--- config.mk ---
export PLATFORM = sky130hd
export DESIGN_NAME = dtc_timer_pair
export DESIGN_NICKNAME = d
export VERILOG_FILES = /design/src/dtc_pkg.sv /design/src/dtc_timer_pair.sv
export VERILOG_INCLUDE_DIRS = /design/src
export SDC_FILE = /design/constraint.sdc
export NUM_CORES = 1
export LEC_CHECK = 0
export ABC_CLOCK_PERIOD_IN_PS = 2300
export BUFFER_PORTS_ARGS = -buffer_cell sky130_fd_sc_hd__buf_2
export CAP_MARGIN = 20
export CORE_MARGIN = 5
export CORE_UTILIZATION = 50
export CTS_CLUSTER_SIZE = 20
export DETAILED_ROUTE_END_ITERATION = 6
export HOLD_SLACK_MARGIN = 0.06
export PLACE_DENSITY = 0.79
export RECOVER_POWER = 100
export SKIP_LAST_GASP = 1
export SYNTH_ARGS = -nofsm -noshare
export SYNTH_HDL_FRONTEND = slang
export SYNTH_SLANG_ARGS = --single-unit
--- constraint.sdc ---
create_clock -name CLK -period 2.3 [get_ports CLK]
set_input_delay 0.23 -clock CLK [delete_from_list [all_inputs] [get_ports CLK]]
set_output_delay 0.23 -clock CLK [all_outputs]
set_load 0.02 [all_outputs]
--- src/dtc_defines.svh ---
`ifndef DTC_DEFINES_SVH
`define DTC_DEFINES_SVH
// Summary of operation
// - Divider code 00 gives clock/12, 01 gives clock/4, 10 gives clock/48.
// - Divider code 11 gives external oscillator divided by eight, synchronised first.
// - Timer one clock pick bit 3: 0 prescaled, 1 system; ignored when counting events.
// - Timer zero clock pick bit 2: 0 prescaled, 1 system; ignored when counting events.
// - Bits 7..4 are per-byte clock picks for timers three and two.
// - Each timer is a 16-bit count read and written as two bytes.
// - Mode 0 count is 13 bits: high byte plus low byte bits 4..0.
// - 13-bit wrap to zero sets the overflow flag and may request an interrupt.
// - Event select 1 counts falling pin edges; 0 counts the picked clock.
// - Timer counts when run bit set and gating off or request input active.
// - Timer one mirrors timer zero in modes 0-2 with its own bytes, bits and request input; mode 3 stops it.
// - Mode 1 is mode 0 using all sixteen bits.
// - Mode 2 low byte counts, reloads from high byte on wrap, sets flag.
// - Timer zero mode 3 low byte uses timer zero controls, clock or events.
// - Mode 3 high byte is a clock-only timer on timer one run and flag.
// - With timer zero in mode 3, timer one counts no events, sets no flag.
// - With timer zero in mode 3, timer one runs in modes 0-2, stops in 3.
// - Each timer takes its mode from its own two-bit field, independently.
// - An overflow flag requests an interrupt only when its enable bit is set.
// - Hardware sets overflow flags; software or the interrupt vector clears them.
// - Mode field 00 is mode 0; codes 01..11 are modes 1..3.

// Register addresses
`define DTC_ADDR_CTRL     8'h88
`define DTC_ADDR_MODE     8'h89
`define DTC_ADDR_T0_LO    8'h8A
`define DTC_ADDR_T1_LO    8'h8B
`define DTC_ADDR_T0_HI    8'h8C
`define DTC_ADDR_T1_HI    8'h8D
`define DTC_ADDR_CLKSEL   8'h8E
`define DTC_RESET_BYTE    8'h00
// Field positions
`define DTC_CLK_T1_BIT    3
`define DTC_CLK_T0_BIT    2
`define DTC_CTRL_TF1_BIT  7
`define DTC_CTRL_TR1_BIT  6
`define DTC_CTRL_TF0_BIT  5
`define DTC_CTRL_TR0_BIT  4
`define DTC_MODE_TIMER_ONE_EXTERNAL_GATING    7
`define DTC_MODE_EVT1     6
`define DTC_MODE_TIMER_ZERO_EXTERNAL_GATING    3
`define DTC_MODE_EVT0     2
// Prescaler terminal counts (divide minus one)
`define DTC_DIV12_LAST    6'h0B
`define DTC_DIV4_LAST     6'h03
`define DTC_DIV48_LAST    6'h2F
`define DTC_EXT_DIV_LAST  3'h7
`endif

--- src/dtc_pkg.sv ---
package dtc_pkg;
    typedef enum logic [1:0] {
        DTC_MODE_13BIT,
        DTC_MODE_16BIT,
        DTC_MODE_8RELOAD,
        DTC_MODE_SPLIT
    } dtc_mode_e;

    typedef struct packed {
        logic [7:0] lo;
        logic [7:0] hi;
        logic       ovf;
    } dtc_step_s;

    typedef struct packed {
        logic       wr;
        logic       rd;
        logic [7:0] addr;
        logic [7:0] wdata;
    } dtc_sfr_req_s;
endpackage

--- src/dtc_timer_pair.sv ---
`timescale 1ns/100ps
`include "dtc_defines.svh"
module dtc_timer_pair (
    // Clock and reset
    input  wire logic                 CLK,
    input  wire logic                 RST_N,
    // Special function register port
    input  wire dtc_pkg::dtc_sfr_req_s SFR_REQ,
    output logic [7:0]                SFR_RDATA,
    // External pins
    input  wire logic                 TIMER_ZERO_EVENT_PIN,
    input  wire logic                 TIMER_ONE_EVENT_PIN,
    input  wire logic                 EXTERNAL_REQUEST_ZERO_INPUT,
    input  wire logic                 EXTERNAL_REQUEST_ONE_INPUT,
    input  wire logic                 EXT_OSC_CLK,
    // Bits held by the interrupt block
    input  wire logic                 REQUEST_ZERO_POLARITY,
    input  wire logic                 REQUEST_ONE_POLARITY,
    input  wire logic                 TIMER_ZERO_IRQ_ENABLE,
    input  wire logic                 TIMER_ONE_IRQ_ENABLE,
    input  wire logic                 TIMER_ZERO_VECTOR_ACK,
    input  wire logic                 TIMER_ONE_VECTOR_ACK,
    // Requests, ticks and clock picks
    output logic                      TIMER_ZERO_IRQ,
    output logic                      TIMER_ONE_IRQ,
    output logic                      TIMER_ONE_OVF_TICK,
    output logic [3:0]                TIMER_TWO_THREE_CLOCK_PICKS
);

    logic [7:0] clksel_q, ctrl_q, mode_q, t0_lo_q, t0_hi_q, t1_lo_q, t1_hi_q;
    logic [1:0] t0_ev_s, t1_ev_s, rq0_s, rq1_s, osc_s;
    logic       t0_ev_prev_q, t1_ev_prev_q, osc_prev_q;
    logic [5:0] pre_cnt_q;
    logic [2:0] ext_div_q;
    logic       t0_fall, t1_fall, osc_rise, presc_tick;
    logic       wr_ctrl, wr_mode, wr_t0l, wr_t0h, wr_t1l, wr_t1h;
    logic       t0_split, t0_run, t0h_run, t1_run;
    logic       t0_tick, t0h_tick, t1_tick;
    logic       ovf0_set, ovf1_set, t1_ovf;
    logic [5:0] pre_last;
    dtc_pkg::dtc_mode_e mode0, mode1;
    dtc_pkg::dtc_step_s st0, st1;
    logic [8:0] t0h_sum;

    // Address decode shared by all write paths
    function automatic logic hit(input dtc_pkg::dtc_sfr_req_s r, input logic [7:0] a);
        hit = r.wr && (r.addr == a);
    endfunction

    // One count step of a timer byte pair in the given mode
    function automatic dtc_pkg::dtc_step_s timer_step(input dtc_pkg::dtc_mode_e m,
                                                     input logic [7:0] lo, input logic [7:0] hi);
        logic [13:0] s13;
        logic [16:0] s16;
        logic [8:0]  s8;
        s13 = {1'b0, hi, lo[4:0]} + 14'h0001;
        s16 = {1'b0, hi, lo} + 17'h00001;
        s8  = {1'b0, lo} + 9'h001;
        timer_step = '{lo: lo, hi: hi, ovf: 1'b0};
        unique case (m)
            dtc_pkg::DTC_MODE_13BIT: begin
                // Upper three low-byte bits are left untouched by counting
                timer_step = '{lo: {lo[7:5], s13[4:0]}, hi: s13[12:5], ovf: s13[13]};
            end
            dtc_pkg::DTC_MODE_16BIT: begin
                timer_step = '{lo: s16[7:0], hi: s16[15:8], ovf: s16[16]};
            end
            dtc_pkg::DTC_MODE_8RELOAD: begin
                timer_step = '{lo: s8[8] ? hi : s8[7:0], hi: hi, ovf: s8[8]};
            end
            dtc_pkg::DTC_MODE_SPLIT: begin
                timer_step = '{lo: s8[7:0], hi: hi, ovf: s8[8]};
            end
        endcase
    endfunction

    assign wr_ctrl = hit(SFR_REQ, `DTC_ADDR_CTRL);
    assign wr_mode = hit(SFR_REQ, `DTC_ADDR_MODE);
    assign wr_t0l  = hit(SFR_REQ, `DTC_ADDR_T0_LO);
    assign wr_t0h  = hit(SFR_REQ, `DTC_ADDR_T0_HI);
    assign wr_t1l  = hit(SFR_REQ, `DTC_ADDR_T1_LO);
    assign wr_t1h  = hit(SFR_REQ, `DTC_ADDR_T1_HI);

    // Pin synchronisers; first stage feeds only the second
    always_ff @(posedge CLK) begin
        if (!RST_N) begin
            t0_ev_s <= 2'h3;
            t1_ev_s <= 2'h3;
            rq0_s   <= 2'h0;
            rq1_s   <= 2'h0;
            osc_s   <= 2'h0;
            t0_ev_prev_q <= 1'b1;
            t1_ev_prev_q <= 1'b1;
            osc_prev_q   <= 1'b0;
        end else begin
            t0_ev_s <= {t0_ev_s[0], TIMER_ZERO_EVENT_PIN};
            t1_ev_s <= {t1_ev_s[0], TIMER_ONE_EVENT_PIN};
            rq0_s   <= {rq0_s[0], EXTERNAL_REQUEST_ZERO_INPUT};
            rq1_s   <= {rq1_s[0], EXTERNAL_REQUEST_ONE_INPUT};
            osc_s   <= {osc_s[0], EXT_OSC_CLK};
            t0_ev_prev_q <= t0_ev_s[1];
            t1_ev_prev_q <= t1_ev_s[1];
            osc_prev_q   <= osc_s[1];
        end
    end

    // Edges come from registered samples, so one transition gives one count
    assign t0_fall  = t0_ev_prev_q && !t0_ev_s[1];
    assign t1_fall  = t1_ev_prev_q && !t1_ev_s[1];
    assign osc_rise = !osc_prev_q && osc_s[1];

    // Prescaler
    always_comb begin
        unique case (clksel_q[1:0])
            2'h0:    pre_last = `DTC_DIV12_LAST;
            2'h1:    pre_last = `DTC_DIV4_LAST;
            default: pre_last = `DTC_DIV48_LAST;
        endcase
    end

    always_ff @(posedge CLK) begin
        if (!RST_N) begin
            pre_cnt_q <= 6'h00;
            ext_div_q <= 3'h0;
        end else begin
            // A code change may stretch one period; counting restarts cleanly after it
            pre_cnt_q <= (pre_cnt_q >= pre_last) ? 6'h00 : pre_cnt_q + 6'h01;
            if (osc_rise) begin
                ext_div_q <= ext_div_q + 3'h1;
            end
        end
    end

    assign presc_tick = (clksel_q[1:0] == 2'h3) ? (osc_rise && ext_div_q == `DTC_EXT_DIV_LAST)
                                                 : (pre_cnt_q == pre_last);

    // Run and tick decode
    assign mode0    = dtc_pkg::dtc_mode_e'(mode_q[1:0]);
    assign mode1    = dtc_pkg::dtc_mode_e'(mode_q[5:4]);
    assign t0_split = (mode0 == dtc_pkg::DTC_MODE_SPLIT);
    assign t0_run   = ctrl_q[`DTC_CTRL_TR0_BIT] &&
                      (!mode_q[`DTC_MODE_TIMER_ZERO_EXTERNAL_GATING] || (rq0_s[1] == REQUEST_ZERO_POLARITY));
    assign t0h_run  = ctrl_q[`DTC_CTRL_TR1_BIT];
    assign t1_run   = t0_split ? (mode1 != dtc_pkg::DTC_MODE_SPLIT)
                               : (ctrl_q[`DTC_CTRL_TR1_BIT] && (mode1 != dtc_pkg::DTC_MODE_SPLIT) &&
                                  (!mode_q[`DTC_MODE_TIMER_ONE_EXTERNAL_GATING] || (rq1_s[1] == REQUEST_ONE_POLARITY)));
    assign t0_tick  = t0_run && (mode_q[`DTC_MODE_EVT0] ? t0_fall
                               : (clksel_q[`DTC_CLK_T0_BIT] || presc_tick));
    assign t0h_tick = t0_split && t0h_run && (clksel_q[`DTC_CLK_T0_BIT] || presc_tick);
    assign t1_tick  = t1_run && ((mode_q[`DTC_MODE_EVT1] && !t0_split) ? t1_fall
                               : (clksel_q[`DTC_CLK_T1_BIT] || presc_tick));

    assign st0      = timer_step(mode0, t0_lo_q, t0_hi_q);
    assign st1      = timer_step(mode1, t1_lo_q, t1_hi_q);
    assign t0h_sum  = {1'b0, t0_hi_q} + 9'h001;
    assign ovf0_set = t0_tick && st0.ovf;
    assign t1_ovf   = t1_tick && st1.ovf;
    assign ovf1_set = t0_split ? (t0h_tick && t0h_sum[8]) : t1_ovf;

    // Configuration registers
    always_ff @(posedge CLK) begin
        if (!RST_N) begin
            clksel_q <= `DTC_RESET_BYTE;
            mode_q   <= `DTC_RESET_BYTE;
        end else begin
            if (hit(SFR_REQ, `DTC_ADDR_CLKSEL)) begin
                clksel_q <= SFR_REQ.wdata;
            end
            if (wr_mode) begin
                mode_q <= SFR_REQ.wdata;
            end
        end
    end

    // Control register; a hardware set beats a software or vector clear
    always_ff @(posedge CLK) begin
        if (!RST_N) begin
            ctrl_q <= `DTC_RESET_BYTE;
        end else begin
            if (wr_ctrl) begin
                ctrl_q <= SFR_REQ.wdata;
            end
            if (TIMER_ZERO_VECTOR_ACK && !(wr_ctrl && SFR_REQ.wdata[`DTC_CTRL_TF0_BIT])) begin
                ctrl_q[`DTC_CTRL_TF0_BIT] <= 1'b0;
            end
            if (TIMER_ONE_VECTOR_ACK && !(wr_ctrl && SFR_REQ.wdata[`DTC_CTRL_TF1_BIT])) begin
                ctrl_q[`DTC_CTRL_TF1_BIT] <= 1'b0;
            end
            if (ovf0_set) begin
                ctrl_q[`DTC_CTRL_TF0_BIT] <= 1'b1;
            end
            if (ovf1_set) begin
                ctrl_q[`DTC_CTRL_TF1_BIT] <= 1'b1;
            end
        end
    end

    // Timer zero bytes; software writes take priority over counting
    always_ff @(posedge CLK) begin
        if (!RST_N) begin
            t0_lo_q <= `DTC_RESET_BYTE;
            t0_hi_q <= `DTC_RESET_BYTE;
        end else begin
            if (wr_t0l) begin
                t0_lo_q <= SFR_REQ.wdata;
            end else if (t0_tick) begin
                t0_lo_q <= st0.lo;
            end
            if (wr_t0h) begin
                t0_hi_q <= SFR_REQ.wdata;
            end else if (t0h_tick) begin
                t0_hi_q <= t0h_sum[7:0];
            end else if (t0_tick && !t0_split) begin
                t0_hi_q <= st0.hi;
            end
        end
    end

    // Timer one bytes
    always_ff @(posedge CLK) begin
        if (!RST_N) begin
            t1_lo_q <= `DTC_RESET_BYTE;
            t1_hi_q <= `DTC_RESET_BYTE;
        end else begin
            if (wr_t1l) begin
                t1_lo_q <= SFR_REQ.wdata;
            end else if (t1_tick) begin
                t1_lo_q <= st1.lo;
            end
            if (wr_t1h) begin
                t1_hi_q <= SFR_REQ.wdata;
            end else if (t1_tick) begin
                t1_hi_q <= st1.hi;
            end
        end
    end

    // Outputs and read data
    always_ff @(posedge CLK) begin
        if (!RST_N) begin
            SFR_RDATA                   <= 8'h00;
            TIMER_ZERO_IRQ              <= 1'b0;
            TIMER_ONE_IRQ               <= 1'b0;
            TIMER_ONE_OVF_TICK          <= 1'b0;
            TIMER_TWO_THREE_CLOCK_PICKS <= 4'h0;
        end else begin
            TIMER_ZERO_IRQ     <= ctrl_q[`DTC_CTRL_TF0_BIT] && TIMER_ZERO_IRQ_ENABLE;
            TIMER_ONE_IRQ      <= ctrl_q[`DTC_CTRL_TF1_BIT] && TIMER_ONE_IRQ_ENABLE;
            TIMER_ONE_OVF_TICK <= t1_ovf;
            TIMER_TWO_THREE_CLOCK_PICKS <= clksel_q[7:4];
            if (SFR_REQ.rd) begin
                unique case (SFR_REQ.addr)
                    `DTC_ADDR_CTRL:   SFR_RDATA <= ctrl_q;
                    `DTC_ADDR_MODE:   SFR_RDATA <= mode_q;
                    `DTC_ADDR_T0_LO:  SFR_RDATA <= t0_lo_q;
                    `DTC_ADDR_T1_LO:  SFR_RDATA <= t1_lo_q;
                    `DTC_ADDR_T0_HI:  SFR_RDATA <= t0_hi_q;
                    `DTC_ADDR_T1_HI:  SFR_RDATA <= t1_hi_q;
                    `DTC_ADDR_CLKSEL: SFR_RDATA <= clksel_q;
                    default:          SFR_RDATA <= 8'h00;
                endcase
            end
        end
    end
endmodule

==> flow_summary_export.csv <==
group,metric,value,unit
routing,drt_iter0_markers,734,
floorplan,initial_core_util,0.515,
sta,tightest_slew,0.631,ns
floorplan,die_x,114,um
final_layout,insertedDiodeCount,0,
setup_path,crit_path_start_kind,"flip-flop",
sta,final.min_clock_period,2.28,ns
place,gp_congestion,0.969,
worst_hold_path,hold_start,"TIMER_ZERO_IRQ_ENABLE",
sta,rsz0062_at_grt,"yes",
sta,slew_headroom,0.580,
worst_hold_path,hold_class,"primary input to flip-flop",
final_layout,drive_gt1_frac,0.146,
setup_path,cp_max_fo,5,
routing,drc,0,
setup_path,arrival,2.58,ns
yosys,ys_ff_latch,93,
cts,numCtsBuffers,9,
pwr,leakage,0.00234,uW
floorplan,dieArea,0.0129,sq mm
sta,timing.final.hold_violations,0,
floorplan,core,0.0104,sq mm
floorplan,io_pins,46,
sta,tns,0,ns
pwr,peakVddDrop,0.312,mV
setup_path,worstReg2RegStart,"t0_lo_q[1]",
global_route,grt-ovfl-total,0,
yosys,avgSynthCellArea,8.00,sq um
yosys,synth_top_area_frac,0.347,
global_route,grt_max_degree,43,
yosys,synth_ff_type,"dfxtp_1",
setup_path,critPathKind,"flip-flop to flip-flop",
final_layout,area_growth,14.5,%
global_route,grt_pass1_vias,5149,
pwr,p_per_area,491,mW/mm^2
setup_path,cp-startpoint,"t0_lo_q[1]",
yosys,yosys.area.top_type,"dfxtp_1",
cts,htree_levels,3,
routing,wl,17.0,mm
setup_path,crit_path_end_kind,"flip-flop",
cts,clockBufferDepth,2,
sta,finClkSkew,0.0190,ns
yosys,ys_types,67,
final_layout,num-fill-cells,959,
routing,ant_nets,0,
yosys,synthesis.nets,711,
yosys,ys_seq_area_frac,0.347,
routing,vias,5494,
routing,routedWlPerCell,19.6,um
sta,fmax,439,MHz
yosys,yosysWarnings,0,
setup_path,crit_required,2.60,ns
global_route,grt_use_total,0.261,
routing,dr.pass1.iters,7,
place,port_buffers,45,
yosys,synth_edf_count,0,
yosys,synth_common_cells,"93 x dfxtp_1, 77 x nand2_1, 69 x nor2_1",
yosys,synthesis.area,0.00537,sq mm
flow_run,maxCapViolations,0,
sta,slew_violations,0,
yosys,synth_most_common_cell,"dfxtp_1",
cts,clkSinkCount,93,
floorplan,die_y,114,um
global_route,antenna_found_initial,0,
yosys,synthTopCellsByArea,"dfxtp_1 35%, mux2i_1 5.8%, nand2_1 5.4%",
final_layout,final_area,0.00615,sq mm
place,hpwl,12.2,mm
cts,cts_tree,"yes",
cts,clk_latency,0.38,ns
place,place_area,0.00583,sq mm
cts,path_clk_slew,0.11,ns
final_layout,nets,766,
floorplan,core.rowCount,37,
cts,root_buffer,"clkbuf_8",
yosys,synthArstFlopShare,0,
sta,post-route-period-util,0.990,
sta,setup_viol,0,
routing,vias_per_cell,6.34,
status,status,"complete, no violations",
global_route,grt_pass1_wl,26.7,mm
yosys,syn_inst,671,
cell type report:
type / instances / area (sq um) / area share
Multi-Input combinational cell: 515 / 3290 / 0.536
Clock buffer: 9 / 124 / 0.0202
Tap cell: 136 / 170 / 0.0277
Inverter: 17 / 63.8 / 0.0104
Timing Repair Buffer: 90 / 539 / 0.0877
Sequential cell: 93 / 1870 / 0.304
Clock inverter: 7 / 88.8 / 0.0145
metrics by stage:
step / utilization / hold WS, ns / instances / power, uW / worst slack, ns
after floorplan: - / 0.331 / 671 / 1770 / 0.0266
after global placement: 0.560 / 0.394 / 844 / 1840 / 0.0181
after detailed placement: 0.560 / 0.392 / 844 / 1850 / -0.100
after CTS: 0.591 / 0.0685 / 867 / 3030 / 0.00397
after global routing: 0.590 / 0.0726 / 867 / 3120 / -0.0305
final: 0.590 / 0.0758 / 867 / 3020 / 0.0241
critical path, cell delays in order, from the launching register on:
cell	delay, ns
dfxtp_1	0.45
ha_1	0.27
nand4_1	0.25
nor2_1	0.39
nor2_1	0.09
or4b_1	0.53
a31oi_1	0.20
cells by family (layout without fill, tap and decap cells):
logic type | count (synthesis) | count (layout) | share of synthesized area
multiplexers | 34 | 34 | 0.0641
buffers and inverters | 63 | 123 | 0.0522
AO/OA/AOI/OAI | 159 | 159 | 0.202
XOR/XNOR | 31 | 31 | 0.0506
AND/OR/NAND/NOR | 282 | 282 | 0.263
flip-flops | 93 | 93 | 0.347
adder cells (fa/ha/maj) | 9 | 9 | 0.0210
timing repair:
item | in CTS | in global routing
buffers inserted | 2 | 1
setup endpoints to repair | 12 | 24
pin swaps | 8 | 5
endpoints found under the hold margin | 5 | 0
gates resized for setup | 11 | 11
hold buffers | 5 | 0
cell usage in the layout, fill, tap and decap left out, types with 16 or more instances in the layout:
master and n:
buf_2 30, o21ai_0 49, buf_4 30, nand4_1 17, nor2_1 69, and2_1 16
xor2_1 16, nand3_1 32, mux2i_1 31, a21oi_1 26, nand2_1 77, clkbuf_1 21
dfxtp_1 92
flip-flops by register name, indices dropped and copies added, names as in the netlist, 2 cells and up:
register                     count
SFR_RDATA                        8
clksel_q                         8
ctrl_q                           8
mode_q                           8
t0_hi_q                          8
t0_lo_q                          8
t1_hi_q                          8
t1_lo_q                          8
pre_cnt_q                        6
TIMER_TWO_THREE_CLOCK_PICKS      4
ext_div_q                        3
osc_s                            2
rq0_s                            2
rq1_s                            2
t0_ev_s                          2
t1_ev_s                          2
report_power, final:
| group | switching, uW | internal [uW] |
|---|---|---|
| clock network | 671 | 528 |
| logic | 122 | 63.8 |
| registers | 9.53 | 1630 |
layer usage:
metal,global-route usage,vias to the layer above,part of all wire
li1,-,2528,-
met1,0.338,2537,0.40
met2,0.416,355,0.46
met3,0.0599,74,0.11
met4,0.113,0,0.041
met5,0,-,0
path summary, 6_finish.rpt:
check,endpoint,slack [ns],depth (start not counted)
worst max-delay path,t0_hi_q[5],0.02,6
worst max register to register,t0_hi_q[5],0.02,6
worst min-delay path,TIMER_ZERO_IRQ,0.08,2
worst min register to register,t0_ev_s[1],0.42,1
(Power assumes the default switching activity.)
